**config.mk**
```make
export PLATFORM = sky130hd
export DESIGN_NAME = psbr_regs
export DESIGN_NICKNAME = d
export VERILOG_FILES = /design/src/logic/psbr_pkg.sv /design/src/logic/psbr_flag_if.sv /design/src/logic/psbr_regs.sv /design/src/logic/psbr_sc_flags.sv /design/src/logic/psbr_sync.sv
export SDC_FILE = /design/constraint.sdc
export NUM_CORES = 1
export LEC_CHECK = 0
export BUFFER_PORTS_ARGS = -buffer_cell sky130_fd_sc_hd__buf_2
export CORE_MARGIN = 5
export CORE_UTILIZATION = 45
export CTS_CLUSTER_SIZE = 25
export DETAILED_ROUTE_END_ITERATION = 7
export GPL_TIMING_DRIVEN = 0
export MAX_ROUTING_LAYER = met4
export PLACE_DENSITY = 0.79
export SYNTH_ARGS = -nofsm -noshare
export SYNTH_HDL_FRONTEND = slang
export SYNTH_HIERARCHICAL = 1
export SYNTH_SLANG_ARGS = --single-unit
```
**constraint.sdc**
```tcl
create_clock -name core_clk -period 7.29 [get_ports core_clk]
set_input_delay 1.458 -clock core_clk [delete_from_list [all_inputs] [get_ports core_clk]]
set_output_delay 1.458 -clock core_clk [all_outputs]
set_load 0.05 [all_outputs]
```
**src/logic/psbr_pkg.sv**
```systemverilog
// shared constants for the phy status, bypass and extended control registers
package psbr_pkg;

   // register addresses on the serial management port
   localparam logic [4:0]  REG_GIG_STAT2   = 5'h11;
   localparam logic [4:0]  REG_BYPASS      = 5'h12;
   localparam logic [4:0]  REG_EXT_CTRL    = 5'h16;

   // management frame fields
   localparam logic [1:0]  OP_WRITE        = 2'h1;
   localparam logic [1:0]  OP_READ         = 2'h2;
   localparam logic [5:0]  PREAMBLE_LEN    = 6'h20;
   localparam logic [3:0]  HDR_LAST        = 4'hC;
   localparam logic [3:0]  DATA_LAST       = 4'hF;

   // gigabit status extension two layout
   localparam int          GS_LOCKED       = 15;
   localparam int          GS_LINK         = 12;
   localparam int          GS_FLAG_LO      = 7;

   // bypass control layout, reset value and access masks
   localparam int          BY_TX_DIS       = 15;
   localparam int          BY_TEST_CLK     = 8;
   localparam int          BY_MDIX_OFF     = 7;
   localparam int          BY_PAIR_OFF     = 5;
   localparam int          BY_POL_OFF      = 4;
   localparam int          BY_PD_ADV       = 3;
   localparam int          BY_NP_OFF       = 1;
   localparam int          BY_CLOCK_OUTPUT_PIN       = 0;
   localparam logic [15:0] BY_RESET        = 16'h0088;
   localparam logic [15:0] BY_WMASK        = 16'h81BB;
   localparam logic [15:0] BY_STICKY       = 16'h00BB;

   // extended control and status layout, reset value and access masks
   localparam int          EX_FORCE_LINK   = 15;
   localparam int          EX_JAB_OFF      = 14;
   localparam int          EX_ECHO_OFF     = 13;
   localparam int          EX_SQ_HI        = 11;
   localparam int          EX_SQ_LO        = 10;
   localparam int          EX_STICKY_EN    = 9;
   localparam int          EX_EOF_ERR      = 8;
   localparam int          EX_DISC10       = 7;
   localparam int          EX_LINK10       = 6;
   localparam int          EX_BCAST        = 0;
   localparam logic [15:0] EX_RESET        = 16'h2200;
   localparam logic [15:0] EX_WMASK        = 16'hEE01;
   localparam logic [15:0] EX_STICKY       = 16'hEC01;
   localparam logic [15:0] EX_SUPER        = 16'h0200;

   // squelch selections
   localparam logic [1:0]  SQ_NORMAL       = 2'h0;
   localparam logic [1:0]  SQ_LOW          = 2'h1;
   localparam logic [1:0]  SQ_HIGH         = 2'h2;

   // self-clearing flag vector: 6..0 gigabit, 7 eof, 8 10base-t disconnect
   localparam int          FLAG_W          = 9;
   localparam logic [8:0]  CLR_GIG         = 9'h07F;
   localparam logic [8:0]  CLR_EXT         = 9'h180;

   // strap settle: cycles after reset release before the strap is taken
   localparam logic [1:0]  STRAP_WAIT      = 2'h2;

   // management frame states
   typedef enum logic [4:0]
   {
      PSBR_PRE  = 5'b00001,
      PSBR_HDR  = 5'b00010,
      PSBR_TA   = 5'b00100,
      PSBR_WDAT = 5'b01000,
      PSBR_RDAT = 5'b10000
   } psbr_state_e;

endpackage : psbr_pkg

```
**src/logic/psbr_flag_if.sv**
```systemverilog
// carrier between the register core and a bank of self-clearing flags
`timescale 1ns/1ps
interface psbr_flag_if
#(
   parameter int W = 9
);
   logic [W-1:0] evt;
   logic [W-1:0] clr;
   logic         sw_clr;
   logic [W-1:0] flags;

   modport bank (input evt, input clr, input sw_clr, output flags);
   modport user (output evt, output clr, output sw_clr, input flags);
endinterface : psbr_flag_if

```
**src/logic/psbr_regs.sv**
```systemverilog
// per-port status, bypass and extended control registers behind mdio
`timescale 1ns/1ps
// Overview of operation
// - status bit 15 shows live gigabit descrambler lock, not latched
// - status bits 14,13,11..7 are self-clearing gigabit error flags
// - status bit 12 shows live gigabit link, not latched
// - bypass bit 15 set disables the line transmitter
// - sticky bypass bit 7, default 1, stops auto crossover at forced speed
// - sticky bypass bit 5 set stops pair swap correction
// - sticky bypass bit 4 set stops polarity correction
// - sticky bypass bit 3 makes parallel detect honour advertised ability
// - sticky bypass bit 1 hands next-page exchange to management
// - sticky bypass bit 0 enables clock output, default from strap
// - sticky extended bit 15 forces 10base-t link pass
// - sticky extended bit 14 set disables jabber detection
// - sticky extended bit 13, default 1, disables 10base-t echo
// - extended bits 11:10 choose normal, low or high squelch
// - extended bit 9 keeps sticky bits across software reset
// - super-sticky bits always survive software reset
// - extended bit 8 is a self-clearing end-of-frame error flag
// - bit 7 self-clearing 10base-t disconnect, bit 6 live link
// - extended bit 0 broadcasts management writes to every port
// - reads under broadcast return only the addressed port
module psbr_regs
   import psbr_pkg::*;
#(
   parameter int         NUM_PORTS = 8,
   parameter logic [4:0] PORT_BASE = 5'h00
)
(
   input  wire logic                 core_clk,
   input  wire logic                 sys_rst,
   // serial management port, mdc sampled as a plain input
   input  wire logic                 mdc,
   input  wire logic                 mdio_i,
   output logic                      mdio_o,
   output logic                      mdio_oe_n,
   input  wire logic                 strap_config_default,
   // per-port software reset pulse
   input  wire logic [NUM_PORTS-1:0] soft_rst,
   // per-port live status from the line logic
   input  wire logic [NUM_PORTS-1:0] gig_descr_locked,
   input  wire logic [NUM_PORTS-1:0] gig_link_up,
   input  wire logic [NUM_PORTS-1:0] link10_up,
   input  wire logic [NUM_PORTS-1:0] speed_forced,
   // per-port one-cycle event pulses
   input  wire logic [NUM_PORTS-1:0] gig_lock_err_evt,
   input  wire logic [NUM_PORTS-1:0] gig_disc_evt,
   input  wire logic [NUM_PORTS-1:0] gig_rx_err_evt,
   input  wire logic [NUM_PORTS-1:0] gig_tx_err_evt,
   input  wire logic [NUM_PORTS-1:0] gig_ssd_err_evt,
   input  wire logic [NUM_PORTS-1:0] gig_esd_err_evt,
   input  wire logic [NUM_PORTS-1:0] gig_cext_err_evt,
   input  wire logic [NUM_PORTS-1:0] eof_err_evt,
   input  wire logic [NUM_PORTS-1:0] link10_disc_evt,
   // per-port controls
   output logic      [NUM_PORTS-1:0] tx_disable,
   output logic      [NUM_PORTS-1:0] tx_test_clk_en,
   output logic      [NUM_PORTS-1:0] mdix_auto_off,
   output logic      [NUM_PORTS-1:0] pair_swap_corr_off,
   output logic      [NUM_PORTS-1:0] polarity_corr_off,
   output logic      [NUM_PORTS-1:0] pd_honour_adv,
   output logic      [NUM_PORTS-1:0] auto_np_off,
   output logic      [NUM_PORTS-1:0] clock_output_pin_en,
   output logic      [NUM_PORTS-1:0] link10_pass,
   output logic      [NUM_PORTS-1:0] jabber_detect_off,
   output logic      [NUM_PORTS-1:0] echo10_off,
   output logic      [2*NUM_PORTS-1:0] squelch_sel
);
   localparam int PW = (NUM_PORTS > 1) ? $clog2(NUM_PORTS) : 1;

   // assembled read word of one register of one port
   function automatic logic [15:0] rd_word
   (
      input logic [4:0]        ra,
      input logic [15:0]       byp,
      input logic [15:0]       ext,
      input logic [FLAG_W-1:0] fl,
      input logic              locked,
      input logic              glink,
      input logic              l10
   );
      logic [15:0] w;
      w = '0;
      case (ra)
         REG_GIG_STAT2:
         begin
            w[GS_LOCKED]             = locked;
            w[GS_LINK]               = glink;
            w[14:13]                 = fl[6:5];
            w[11:GS_FLAG_LO]         = fl[4:0];
         end
         REG_BYPASS:
            w = byp & BY_WMASK;
         REG_EXT_CTRL:
         begin
            w                        = ext & EX_WMASK;
            w[EX_EOF_ERR]            = fl[7];
            w[EX_DISC10]             = fl[8];
            w[EX_LINK10]             = l10;
         end
         default:
            w = '0;
      endcase
      return w;
   endfunction : rd_word

   // true for the three addresses this block answers
   function automatic logic own_reg(input logic [4:0] ra);
      return (ra == REG_GIG_STAT2) || (ra == REG_BYPASS) ||
             (ra == REG_EXT_CTRL);
   endfunction : own_reg

   logic [2:0]        sync_q;
   logic              mdc_s;
   logic              mdio_s;
   logic              strap_s;
   logic              mdc_d;
   logic              rise;
   psbr_state_e       state;
   logic [5:0]        pre_cnt;
   logic [3:0]        bit_cnt;
   logic [11:0]       hdr;
   logic [12:0]       next_hdr;
   logic [4:0]        next_diff;
   logic              is_read;
   logic              hit;
   logic [PW-1:0]     cur_port;
   logic [4:0]        cur_reg;
   logic [15:0]       shreg;
   logic [15:0]       rd_now;
   logic              rd_load;
   logic              wr_pulse;
   logic [15:0]       wr_data;
   logic [1:0]        strap_cnt;
   logic              strap_load;
   logic              strap_lat;
   logic [15:0]       byp_q [NUM_PORTS];
   logic [15:0]       ext_q [NUM_PORTS];
   logic [FLAG_W-1:0] flags [NUM_PORTS];

   // mdc, mdio and the strap come from outside and are synchronised
   psbr_sync #(.W(3)) u_sync
   (
      .core_clk (core_clk),
      .sys_rst  (sys_rst),
      .d        ({mdc, mdio_i, strap_config_default}),
      .q        (sync_q)
   );
   assign mdc_s   = sync_q[2];
   assign mdio_s  = sync_q[1];
   assign strap_s = sync_q[0];

   // mdc edge detect on the synchronised copy only
   always_ff @(posedge core_clk or posedge sys_rst)
   begin
      if (sys_rst)
         mdc_d <= 1'b0;
      else
         mdc_d <= mdc_s;
   end
   assign rise = mdc_s & ~mdc_d;

   // header decode of the bit arriving now
   assign next_hdr  = {hdr, mdio_s};
   assign next_diff = next_hdr[9:5] - PORT_BASE;

   // the snapshot cycle of a read; flags clear in that same cycle
   assign rd_load = rise && (state == PSBR_TA) && (bit_cnt == 4'h1) &&
                    is_read && hit;

   // word of the addressed port and register, taken at the snapshot
   assign rd_now = rd_word(cur_reg, byp_q[cur_port], ext_q[cur_port],
                           flags[cur_port],
                           gig_descr_locked[cur_port],
                           gig_link_up[cur_port], link10_up[cur_port]);

   // management frame receiver and read shifter
   always_ff @(posedge core_clk or posedge sys_rst)
   begin
      if (sys_rst)
      begin
         state     <= PSBR_PRE;
         pre_cnt   <= '0;
         bit_cnt   <= '0;
         hdr       <= '0;
         is_read   <= 1'b0;
         hit       <= 1'b0;
         cur_port  <= '0;
         cur_reg   <= '0;
         shreg     <= '0;
         mdio_o    <= 1'b1;
         mdio_oe_n <= 1'b1;
         wr_pulse  <= 1'b0;
         wr_data   <= '0;
      end
      else
      begin
         wr_pulse <= 1'b0;
         if (rise)
         begin
            case (state)
               PSBR_PRE:
               begin
                  // a full preamble then the first start bit opens a frame
                  if (mdio_s)
                     pre_cnt <= (pre_cnt == PREAMBLE_LEN) ? pre_cnt :
                                pre_cnt + 6'h01;
                  else
                  begin
                     if (pre_cnt == PREAMBLE_LEN)
                     begin
                        state   <= PSBR_HDR;
                        bit_cnt <= '0;
                     end
                     pre_cnt <= '0;
                  end
               end
               PSBR_HDR:
               begin
                  hdr     <= next_hdr[11:0];
                  bit_cnt <= bit_cnt + 4'h1;
                  if (bit_cnt == HDR_LAST)
                  begin
                     bit_cnt  <= '0;
                     is_read  <= (next_hdr[11:10] == OP_READ);
                     cur_reg  <= next_hdr[4:0];
                     cur_port <= next_diff[PW-1:0];
                     hit      <= (next_diff < 5'(NUM_PORTS)) &&
                                 own_reg(next_hdr[4:0]);
                     // bad start or opcode drops back to preamble hunt
                     if (next_hdr[12] && (next_hdr[11:10] == OP_READ ||
                                          next_hdr[11:10] == OP_WRITE))
                        state <= PSBR_TA;
                     else
                        state <= PSBR_PRE;
                  end
               end
               PSBR_TA:
               begin
                  bit_cnt <= bit_cnt + 4'h1;
                  if (bit_cnt == 4'h0 && is_read && hit)
                  begin
                     mdio_o    <= 1'b0;
                     mdio_oe_n <= 1'b0;
                  end
                  if (bit_cnt == 4'h1)
                  begin
                     bit_cnt <= '0;
                     if (is_read && hit)
                     begin
                        // only the addressed port answers a read
                        shreg  <= rd_now;
                        mdio_o <= rd_now[15];
                        state  <= PSBR_RDAT;
                     end
                     else
                        state <= PSBR_WDAT;
                  end
               end
               PSBR_RDAT:
               begin
                  bit_cnt <= bit_cnt + 4'h1;
                  if (bit_cnt == DATA_LAST)
                  begin
                     mdio_o    <= 1'b1;
                     mdio_oe_n <= 1'b1;
                     state     <= PSBR_PRE;
                  end
                  else
                  begin
                     shreg  <= {shreg[14:0], 1'b0};
                     mdio_o <= shreg[14];
                  end
               end
               PSBR_WDAT:
               begin
                  bit_cnt <= bit_cnt + 4'h1;
                  shreg   <= {shreg[14:0], mdio_s};
                  if (bit_cnt == DATA_LAST)
                  begin
                     wr_data  <= {shreg[14:0], mdio_s};
                     wr_pulse <= !is_read && hit;
                     state    <= PSBR_PRE;
                  end
               end
               default:
                  state <= PSBR_PRE;
            endcase
         end
      end
   end

   // strap is taken once it has passed the synchroniser after release
   always_ff @(posedge core_clk or posedge sys_rst)
   begin
      if (sys_rst)
      begin
         strap_cnt <= '0;
         strap_lat <= 1'b0;
      end
      else if (strap_cnt != STRAP_WAIT + 2'h1)
      begin
         strap_cnt <= strap_cnt + 2'h1;
         if (strap_cnt == STRAP_WAIT)
            strap_lat <= strap_s;
      end
   end
   assign strap_load = (strap_cnt == STRAP_WAIT);

   // control registers; software reset beats a write in the same cycle
   always_ff @(posedge core_clk or posedge sys_rst)
   begin
      if (sys_rst)
      begin
         for (int p = 0; p < NUM_PORTS; p++)
         begin
            byp_q[p] <= BY_RESET;
            ext_q[p] <= EX_RESET;
         end
      end
      else
      begin
         for (int p = 0; p < NUM_PORTS; p++)
         begin
            if (strap_load)
               byp_q[p][BY_CLOCK_OUTPUT_PIN] <= strap_s;
            else if (soft_rst[p])
            begin
               // sticky bits kept only with sticky reset enabled
               if (ext_q[p][EX_STICKY_EN])
               begin
                  byp_q[p] <= (byp_q[p] & BY_STICKY) |
                              (BY_RESET & ~BY_STICKY);
                  ext_q[p] <= ext_q[p];
               end
               else
               begin
                  byp_q[p] <= BY_RESET | {15'h0000, strap_lat};
                  // super-sticky bit survives either way
                  ext_q[p] <= (EX_RESET & ~EX_SUPER) |
                              (ext_q[p] & EX_SUPER);
               end
            end
            else if (wr_pulse &&
                     ((PW'(p) == cur_port) ||
                      ext_q[cur_port][EX_BCAST]))
            begin
               if (cur_reg == REG_BYPASS)
                  byp_q[p] <= wr_data & BY_WMASK;
               if (cur_reg == REG_EXT_CTRL)
                  ext_q[p] <= wr_data & EX_WMASK;
            end
         end
      end
   end

   // per-port flag banks and control outputs
   generate
      for (genvar g = 0; g < NUM_PORTS; g++)
      begin : g_port
         psbr_flag_if #(.W(FLAG_W)) fif ();

         assign fif.evt    = {link10_disc_evt[g], eof_err_evt[g],
                              gig_lock_err_evt[g], gig_disc_evt[g],
                              gig_rx_err_evt[g], gig_tx_err_evt[g],
                              gig_ssd_err_evt[g], gig_esd_err_evt[g],
                              gig_cext_err_evt[g]};
         // read clears only the flags of the register just read
         assign fif.clr    = (rd_load && cur_port == PW'(g)) ?
                             ((cur_reg == REG_GIG_STAT2) ? CLR_GIG :
                              (cur_reg == REG_EXT_CTRL) ? CLR_EXT :
                              '0) : '0;
         assign fif.sw_clr = soft_rst[g];
         assign flags[g]   = fif.flags;

         psbr_sc_flags u_flags
         (
            .core_clk (core_clk),
            .sys_rst  (sys_rst),
            .fl       (fif)
         );

         // gated controls are registered so they stay glitch free
         always_ff @(posedge core_clk or posedge sys_rst)
         begin
            if (sys_rst)
            begin
               mdix_auto_off[g] <= 1'b0;
               link10_pass[g]   <= 1'b0;
            end
            else
            begin
               mdix_auto_off[g] <= byp_q[g][BY_MDIX_OFF] &
                                   speed_forced[g];
               link10_pass[g]   <= ext_q[g][EX_FORCE_LINK] |
                                   link10_up[g];
            end
         end

         assign tx_disable[g]          = byp_q[g][BY_TX_DIS];
         assign tx_test_clk_en[g]      = byp_q[g][BY_TEST_CLK];
         assign pair_swap_corr_off[g]  = byp_q[g][BY_PAIR_OFF];
         assign polarity_corr_off[g]   = byp_q[g][BY_POL_OFF];
         assign pd_honour_adv[g]       = byp_q[g][BY_PD_ADV];
         assign auto_np_off[g]         = byp_q[g][BY_NP_OFF];
         assign clock_output_pin_en[g] = byp_q[g][BY_CLOCK_OUTPUT_PIN];
         assign jabber_detect_off[g]   = ext_q[g][EX_JAB_OFF];
         assign echo10_off[g]          = ext_q[g][EX_ECHO_OFF];
         assign squelch_sel[2*g+1 -: 2] =
            ext_q[g][EX_SQ_HI:EX_SQ_LO];
      end
   endgenerate

endmodule : psbr_regs

```
**src/logic/psbr_sc_flags.sv**
```systemverilog
// bank of self-clearing event flags, cleared by a read
`timescale 1ns/1ps
module psbr_sc_flags
(
   input  wire logic   core_clk,
   input  wire logic   sys_rst,
   psbr_flag_if.bank   fl
);
   // a new event in the clearing cycle survives: set wins
   always_ff @(posedge core_clk or posedge sys_rst)
   begin
      if (sys_rst)
         fl.flags <= '0;
      else if (fl.sw_clr)
         fl.flags <= fl.evt;
      else
         fl.flags <= (fl.flags & ~fl.clr) | fl.evt;
   end
endmodule : psbr_sc_flags

```
**src/logic/psbr_sync.sv**
```systemverilog
// two-flop synchroniser for pin inputs
`timescale 1ns/1ps
module psbr_sync
#(
   parameter int W = 3
)
(
   input  wire logic         core_clk,
   input  wire logic         sys_rst,
   input  wire logic [W-1:0] d,
   output logic      [W-1:0] q
);
   logic [W-1:0] meta;

   // first stage feeds only the second stage
   always_ff @(posedge core_clk or posedge sys_rst)
   begin
      if (sys_rst)
      begin
         meta <= '0;
         q    <= '0;
      end
      else
      begin
         meta <= d;
         q    <= meta;
      end
   end
endmodule : psbr_sync

```
# Yosys cells after proc, flatten, opt, wreduce, memory -nomap -nowiden

Cells that the tools add are included.

Register bits: 425
Output and inout bits: 106
Logic and storage cells: 448

Reduce and logical (&&, ||, !) cells: 134
Multiplexer cells: 123
Add/sub/neg operators: 3
Order comparisons: 3
Bitwise logic cells: 44
Equality and inequality tests: 59

Operators with widths:

| operator                                   | number |
|---|---|
| 16-bit two-way mux                         | 46 |
| 9-bit two-way mux                          | 20 |
| 16-bit binary-select mux with 3-bit select | 2 |
| 3-bit AND reduction                        | 27 |
| 9-bit bitwise AND                          | 8 |
| 9-bit inverter                             | 8 |
| 9-bit OR                                   | 8 |
| 4-bit AND reduction                        | 18 |
| 8-bit two-way mux                          | 8 |
| 3-bit nonzero test                         | 17 |
| 2-bit nonzero test                         | 25 |
| 15-bit two-way mux                         | 3 |
| 15-bit one-hot mux with 3 select lines     | 1 |
| 5-bit equality test, second input constant | 7 |
| 5-bit two-way mux                          | 6 |
| 2-bit != test, second input constant       | 15 |
| 9-bit binary-select mux with 3-bit select  | 1 |
| 9-bit one-hot mux with 3 select lines      | 1 |
| 1-bit logical AND                          | 26 |
| 3-bit != test, second input constant       | 8 |
| 1-bit two-way mux                          | 20 |
| 5-bit one-hot mux with 4 select lines      | 1 |
| 4-bit two-way mux                          | 4 |
| 4-bit one-hot mux with 4 select lines      | 1 |
| 40 further kinds                           | 85 |

# Logic depth before layout (Yosys ltp)

Gate-level depths: netlist of the first run.

Depth in word-level cells: 12
Mapped depth: 9

# By module

The synthesis of the first run kept the hierarchy.

Modules (own cells, without submodules):

| module        | times used | cells an instance | area each (µm²) | seq. area each (µm²) |
|---|---|---|---|---|
| psbr_regs     | 1          | 1152              | 12181.7         | 5248.8 |
| psbr_sc_flags | 8          | 29                | 361.6           | 225.2 |
| psbr_sync     | 1          | 7                 | 153.9           | 150.1 |

# Least setup slack after synthesis of the first run

OpenSTA, ideal clock, no wires.

Path kind: input port to flip-flop
Start point: in soft_rst[5]
End point: reg byp_q, in the netlist auto_np_off[5]
Stages: 5
Data required time: 7.169 ns
Arrival: 2.556 ns
Setup time: 0.121 ns
Buffers on the path: 1
Path slack: 4.613 ns
Cell sequence: clkbuf_1 > a21oi_1 > a211oi_2 > nand2_1 > a22o_1

Longest elaborated chain between the ends: 2

RTL lines:

| item                                                          | line             | source |
|---|---|---|
| start, declared                                               | psbr_regs.sv:40  | `input wire logic [NUM_PORTS-1:0] soft_rst,` |
| 2-bit != test (no line) or 2-bit nonzero test (tied branches) | -                |  |
| 4-bit AND reduction (no line)                                 | -                |  |
| end signal, assigned by index                                 | psbr_regs.sv:327 | `byp_q[p][BY_CLOCK_OUTPUT_PIN] <= strap_s;` |
| end signal, assigned by index                                 | psbr_regs.sv:333 | `byp_q[p] <= (byp_q[p] & BY_STICKY) \|` |
| end signal, assigned by index                                 | psbr_regs.sv:339 | `byp_q[p] <= BY_RESET \| {15'h0000, strap_lat};` |
| end, declared                                                 | psbr_regs.sv:138 | `logic [15:0] byp_q [NUM_PORTS];` |

Parallel ways exist; a longest one is shown, timed or not.
A chain may end at the register's enable or synchronous reset.

# Worst setup path after layout of the first run

Start point: reg cur_port[2]
End point: reg g_port[1].u_flags.fl.flags[1]

Longest elaborated chain between the ends: 7

RTL lines:

| item                                           | line                | source |
|---|---|---|
| start, declared                                | psbr_regs.sv:128    | `logic [PW-1:0] cur_port;` |
| start signal, assigned                         | psbr_regs.sv:228    | `cur_port <= next_diff[PW-1:0];` |
| 3-bit by 1-bit equality test with 1-bit output | psbr_regs.sv:370    | `assign fif.clr = (rd_load && cur_port == PW'(g)) ?` |
| 1-bit logical AND                              | psbr_regs.sv:370    |  |
| 9-bit two-way mux                              | psbr_regs.sv:370    |  |
| 9-bit inverter                                 | psbr_sc_flags.sv:17 | `fl.flags <= (fl.flags & ~fl.clr) \| fl.evt;` |
| 9-bit bitwise AND                              | psbr_sc_flags.sv:17 |  |
| 9-bit OR                                       | psbr_sc_flags.sv:17 |  |
| 9-bit two-way mux                              | psbr_sc_flags.sv:14 | `else if (fl.sw_clr)` |
| end signal, assigned                           | psbr_sc_flags.sv:15 | `fl.flags <= fl.evt;` |
| end signal, assigned                           | psbr_sc_flags.sv:17 |  |
| end, declared                                  | psbr_flag_if.sv:12  | `modport bank (input evt, input clr, input sw_clr, output flags);` |

No other way between the ends.

==> summary.txt, run 1 <==
Placement
  • Dpl ws: 3810 ps
  • Dpl hpwl: 36.1 mm
  • Post-place instance area: 0.0169 mm2
  • Routability congestion estimate: 0.979
  • Port bufs: 220

Clocking
  • Root Buffer: clkbuf_16
  • Post-CTS Setup Bufs: 0
  • Num CTS Buffers: 30
  • Max Buffers Root-to-Sink: 3
  • Post-CTS resize count: 0
  • Htree depth: 1
  • Clock-pin slew on the worst setup and hold paths: 60 ps
  • Worst skew pair latency: 570 ps
  • CTS tree: done
  • Hold-fix buffers, CTS: 0
  • Clock Sinks: 286

Drt
  • Drt wl/cell: 22.6 um
  • Vias per inst: 5.79
  • Post-route ant nets: 0
  • WL final: 47.8 mm
  • Via Count: 12300
  • DRC Markers: 0
  • Drt first pass iters: 5
  • Starting DRC count in detailed routing: 1232

Floorplan
  • Die X-Extent: 194 um
  • # rows: 67
  • Core area: 0.0334 mm2
  • DIE AREA: 0.0376 mm2
  • Io pins: 223
  • Die Span Y: 194 um
  • Effective utilization at floorplan: 45.5%

Layout
  • Max reg flops: 72
  • Final Instance Area: 0.0180 mm2
  • Storage element area: 0.00720 mm2
  • Most common cell after layout, fill and taps aside: dfrtp_1
  • Fraction of layout cells with a size suffix above 1: 33.4%
  • Fillers: 2908
  • P&R area growth vs syn: 18.1%
  • Most frequent cells in the layout: dfrtp_1, buf_2, nand2_1, buf_4
  • Most flops, register: g_port.u_flags/fl.flags
  • Fin nets: 1769
  • Area of the multi-input gates: 0.00682 mm2

Setup path
  • Crit path DAT: 3930 ps
  • CP cell instances: clkbuf_1, inv_1, clkbuf_1, buf_1, nand3_1, nor2_1, nor3b_1, or2_1
  • CP Launch Type: register
  • Kind of end point of the critical path: register
  • Cell mode on critical path: clkbuf_1
  • Crit-path slowest cell: buf_1
  • CP Max Fanout: 10
  • Worst EP required: 7740 ps
  • Critical path type: reg2reg
  • Largest stage delay, worst path: 660 ps

Global routing
  • Initial antenna violation count: 1
  • GRT overflow: 0
  • Largest net degree at the start of global routing: 109
  • GRT Total Usage: 25.3%
  • Vias in the first global route: 12200
  • First-pass GRT wire length: 73.1 mm

STA
  • RSZ-0062 raised after global routing: no
  • Setup Viol. Count Final: 0
  • Setup slack after layout: 3810 ps
  • Tightest Pin Transition: 1120 ps
  • Fin crit share: 47.8%
  • Max-slew headroom: 25.4%
  • Final min period: 3480 ps
  • Max Slew Vio Count: 0
  • Max Freq: 0.287 GHz
  • Fin Clk Skew: 15.0 ps
  • Final hold vios: 0
  • Final setup TNS: 0 ps

Synth
  • Syn Inst Count: 1391
  • Netlist Area Pre-Place: 0.0152 mm2
  • Async set or reset register ratio after synthesis: 100%
  • Sequential-to-total area share from yosys stat: 47.3%
  • Syn nets: 1516
  • Count of cell types in the netlist: 78
  • Top_reg_cell synth: dfrtp_1
  • Syn Area/Cell: 10.9 um2
  • #FFs+latches synth: 286
  • Number of synthesized flops with an enable pin: 0
  • Synthesis Warnings: 6

Power
  • Max VDD drop: 0.188 mV
  • Pwr/cell area: 208 mW/mm2
  • Overall Power: 3.74 mW
  • Leak pwr: 8.10 nW

Worst hold path
  • Hold Path Class: reg2reg

Outcome
  • Status: complete, no violations

Run
  • MaxCap Viol Count: 0
-- worst max-delay path: cells and delay by family (launching register included) --
| kind | cells | cell delay [ps] |
|---|---|---|
| buf+inv | 4 | 1690 |
| flops | 1 | 420 |
| simple gates | 4 | 1260 |
-- layout make-up --
type	count	area share [%]
clock buffers	43	4.95
inverters	40	0.876
well taps	448	3.12
multi-input cells	899	37.9
clock inverters	13	0.946
diodes	1	0.0139
flip-flops and latches	286	40.0
plain buffers	166	5.91
repair buffers	221	6.27
-- cell families after synthesis --
logic type / Yosys count / share of synthesized area, %
xor gates and xnor gates: 6 / 0.345
and+or+nand+nor: 489 / 17.2
buffers and inverters: 206 / 7.96
muxes: 161 / 15.7
adders and majority gates: 8 / 0.657
DFF: 286 / 47.3
AOI/OAI and AO/OA: 235 / 10.8
-- per-stage QoR --
step | util, % | std cells | hold WS (ps)
2_1_floorplan | - | 1391 | 331
3_3_place_gp | 50.5 | 2059 | 335
3_5_place_dp | 50.6 | 2060 | 340
4_1_cts | 53.8 | 2116 | 355
5_1_grt | 53.8 | 2117 | 355
6_report | 53.8 | 2117 | 351
-- metal layers --
layer,GRT usage [%],up-vias,share of wire (%)
li1,-,5339,-
met1,35.4,6113,42
met2,38.2,698,45
met3,4.64,105,9.7
met4,7.03,0,3.3
met5,-,-,0
-- Yosys cell counts, types with 3 or more instances --
library cell / n / share of area [%]
or3_1: 4 / 0.16
a221oi_1: 4 / 0.23
ha_1: 8 / 0.66
o22ai_1: 8 / 0.33
a211o_1: 6 / 0.35
mux4_2: 54 / 8.0
o21ai_0: 18 / 0.59
a2111oi_4: 3 / 0.54
a211oi_4: 3 / 0.39
inv_1: 39 / 0.96
xor2_1: 4 / 0.23
nand3_1: 20 / 0.66
a2bb2oi_1: 7 / 0.40
dfstp_2: 35 / 6.0
buf_2: 18 / 0.59
nand2b_1: 14 / 0.58
a211oi_1: 4 / 0.20
and2_1: 15 / 0.62
mux2_2: 34 / 2.5
nor2_1: 75 / 1.8
o211ai_1: 3 / 0.15
or2_1: 64 / 2.6
mux2i_1: 49 / 3.2
buf_4: 91 / 4.5
nor2b_1: 22 / 0.90
buf_6: 10 / 0.74
clkbuf_1: 34 / 0.84
a21oi_2: 3 / 0.17
mux2_1: 19 / 1.4
or2_2: 12 / 0.49
nand4_1: 4 / 0.16
nor3b_1: 75 / 3.7
buf_1: 13 / 0.32
a21oi_1: 42 / 1.4
a21o_1: 13 / 0.64
nand3b_1: 7 / 0.35
dfrtp_1: 251 / 41
mux2_4: 4 / 0.39
a31o_1: 5 / 0.29
a211oi_2: 6 / 0.49
nand2_1: 132 / 3.3
nor3_1: 28 / 0.92
nor4_1: 3 / 0.12
o21ai_1: 73 / 2.4
a22o_1: 15 / 0.86
-- worst paths after layout --
kind                           startpoint                             to  slack [ps]  cells after the start
hold / removal             u_sync/meta[0]                    u_sync/q[0]         350                      0
min in group asynchronous         sys_rst                 u_sync/meta[0]         960                      2
setup reg to reg              cur_port[2]  g_port[1].u_flags/fl.flags[1]        3810                      8
hold reg to reg            u_sync/meta[0]                    u_sync/q[0]         350                      0
setup / recovery              cur_port[2]  g_port[1].u_flags/fl.flags[1]        3810                      8
max in group asynchronous         sys_rst                  echo10_off[5]        5160                      3
-- power by group --
part	internal [mW]	switching, mW
Sequential	1.66	0.0519
Combinational	0.155	0.232
Clock	0.987	0.650
Total	2.80	0.934
Power figures use the tool's default switching activity.
==> run 2, diff against run 1 <==
--- a/config.mk
+++ b/config.mk
@@ -12,7 +12,7 @@
 export DETAILED_ROUTE_END_ITERATION = 7
 export GPL_TIMING_DRIVEN = 0
 export MAX_ROUTING_LAYER = met4
-export PLACE_DENSITY = 0.79
+export PLACE_DENSITY = 0.76
 export SYNTH_ARGS = -nofsm -noshare
 export SYNTH_HDL_FRONTEND = slang
 export SYNTH_HIERARCHICAL = 1
==> constraint.sdc (replaced) <==
create_clock -name core_clk -period 3.45 [get_ports core_clk]
set_input_delay 0.69 -clock core_clk [delete_from_list [all_inputs] [get_ports core_clk]]
set_output_delay 0.69 -clock core_clk [all_outputs]
set_load 0.05 [all_outputs]
==> run 2 against run 1 <==
Net effect:
- global-route usage fell by 0.31 points
- power up 110%
- via count is 0.91% lower
- wire length down 1.1%
- clock-buffer cell count increased by 5
- fmax is 9.4% higher
- clock power is 120% higher
- final area rose by 0.61%
- utilization up 0.33 points
- final cell count grew 0.14%
- critical path type unchanged
- largest cell class unchanged
- highest routed layer unchanged
==> summary.txt, run 2 (synthesis results as in run 1) <==
Setup path
  • Crit path DAT: 3630 ps
  • Critical path type: reg2reg
  • CP Launch Type: register
  • R2R Setup Slk: 270 ps
  • RR Endpoint: g_port[0].u_flags/fl.flags[2]
  • Kind of end point of the critical path: register
  • Reg-to-Reg Start: cur_port[2]
  • Path depth of the worst reg2reg path: 8
  • Worst EP required: 3890 ps
  • CP Max Fanout: 10

STA
  • Max-slew headroom: 25.6%
  • Final hold vios: 0
  • Fin crit share: 92.3%
  • RSZ-0062 raised after global routing: no
  • Final min period: 3180 ps
  • Max Freq: 0.314 GHz
  • Max Slew Vio Count: 0
  • Tightest Pin Transition: 1120 ps
  • Setup Viol. Count Final: 0
  • Fin Clk Skew: 12.3 ps

Floorplan
  • Die Span Y: 194 um
  • # rows: 67
  • Die X-Extent: 194 um
  • Core area: 0.0334 mm2
  • Io pins: 223
  • Effective utilization at floorplan: 45.5%
  • DIE AREA: 0.0376 mm2

Placement
  • Post-place instance area: 0.0170 mm2
  • Inst Count DP: 2064
  • Dpl hpwl: 36.1 mm
  • Routability congestion estimate: 0.996
  • Port bufs: 220

Power
  • Power Internal: 6.05 mW
  • Pwr/cell area: 442 mW/mm2
  • Combinational power share: 10.3%
  • Sw Share: 24.3%
  • Max VDD drop: 0.337 mV
  • Net Sw Power: 1.95 mW
  • Seq pwr share: 45.2%
  • Leak pwr: 8.15 nW
  • Clk pwr share: 44.5%

Clocking
  • CTS tree: done
  • Root Buffer: clkbuf_16
  • Post-CTS Setup Bufs: 0
  • Hold-fix buffers, CTS: 0
  • Post-CTS resize count: 0
  • Worst skew pair latency: 570 ps
  • Clock-pin slew on the worst setup and hold paths: 60 ps
  • Max Buffers Root-to-Sink: 3
  • Num CTS Buffers: 30
  • Clock Sinks: 286
  • Htree depth: 1

Global routing
  • Initial antenna violation count: 0
  • GRT Total Usage: 25.0%
  • GRT overflow: 0
  • Vias in the first global route: 12100
  • Largest net degree at the start of global routing: 43
  • First-pass GRT wire length: 72.1 mm

Drt
  • WL final: 47.2 mm
  • Starting DRC count in detailed routing: 1143
  • Drt first pass iters: 5
  • Drt wl/cell: 22.3 um
  • Post-route ant nets: 0
  • Via Count: 12100
  • DRC Markers: 0
  • Vias per inst: 5.73

Layout
  • Most flops, register: g_port.u_flags/fl.flags
  • Most common cell after layout, fill and taps aside: dfrtp_1
  • Finished Layout Cells: 2120
  • Fraction of layout cells with a size suffix above 1: 33.4%
  • Fillers: 2880
  • Storage element area: 0.00720 mm2
  • Fin nets: 1773
  • Final Instance Area: 0.0181 mm2
  • Area of the multi-input gates: 0.00682 mm2
  • Max reg flops: 72
  • P&R area growth vs syn: 18.8%
  • Most frequent cells in the layout: dfrtp_1, buf_2, nand2_1, buf_4
  • Diodes inserted: 0

Run
  • MaxCap Viol Count: 0

Outcome
  • Status: complete, no violations

Worst hold path
  • Hold Path Class: in2async
run 2: routing by layer:
layer / global-route usage, % / vias to the layer above / wire [um]
met1: 34.9 / 6026 / 19900
met2: 37.5 / 667 / 21100
li1: - / 5336 / -
met3: 4.50 / 115 / 4360
met5: - / - / 0
met4: 7.86 / 0 / 1910
run 2: worst max path at each step:
stage / endpoint / cells after the start / from
CTS: g_port[0].u_flags/fl.flags[2] / 8 / cur_port[2]
global placement: mdix_auto_off[6] / 2 / sys_rst
finish: g_port[0].u_flags/fl.flags[2] / 8 / cur_port[2]
floorplan: auto_np_off[0] / 1 / sys_rst
detailed placement: g_port[0].u_flags/fl.flags[2] / 8 / cur_port[2]
global route: g_port[0].u_flags/fl.flags[2] / 8 / cur_port[2]
run 2: critical path: stages (launching register included):
cell      delay [ps]
dfrtp_1          420
clkbuf_1         320
inv_1            150
clkbuf_1         550
clkbuf_2         440
nand3_1          280
nor2_1           550
nor3b_1          130
or2_1            230
run 2: cell type report:
| class | instances | area share (%) |
|---|---|---|
| Tap cell | 448 | 3.10 |
| Multi-Input combinational cell | 899 | 37.7 |
| Clock inverter | 8 | 0.913 |
| Sequential cell | 286 | 39.8 |
| Clock buffer | 48 | 5.14 |
| Inverter | 40 | 0.850 |
| Buffer | 166 | 5.88 |
| Timing Repair Buffer | 225 | 6.68 |
run 2: power groups by stage:
stage                     Clock, mW  Sequential, mW  Combinational (mW)
after floorplan                   0            3.67               0.529
after global placement            0            3.67               0.783
after detailed placement          0            3.67               0.817
after CTS                      3.59            3.61               0.821
after global routing           3.73            3.63               0.902
final                          3.56            3.62               0.821
run 2: through the flow:
stage	total power, mW	hold WS [ps]	utilization (%)	setup TNS [ps]	setup WS [ps]
after floorplan	4.20	331	-	0	88.3
after global placement	4.45	334	50.5	-232110	-1310
after detailed placement	4.49	336	50.8	0	84.9
after CTS	8.02	153	54.1	0	71.1
after global routing	8.26	192	54.1	0	128
final	8.00	156	54.1	0	266
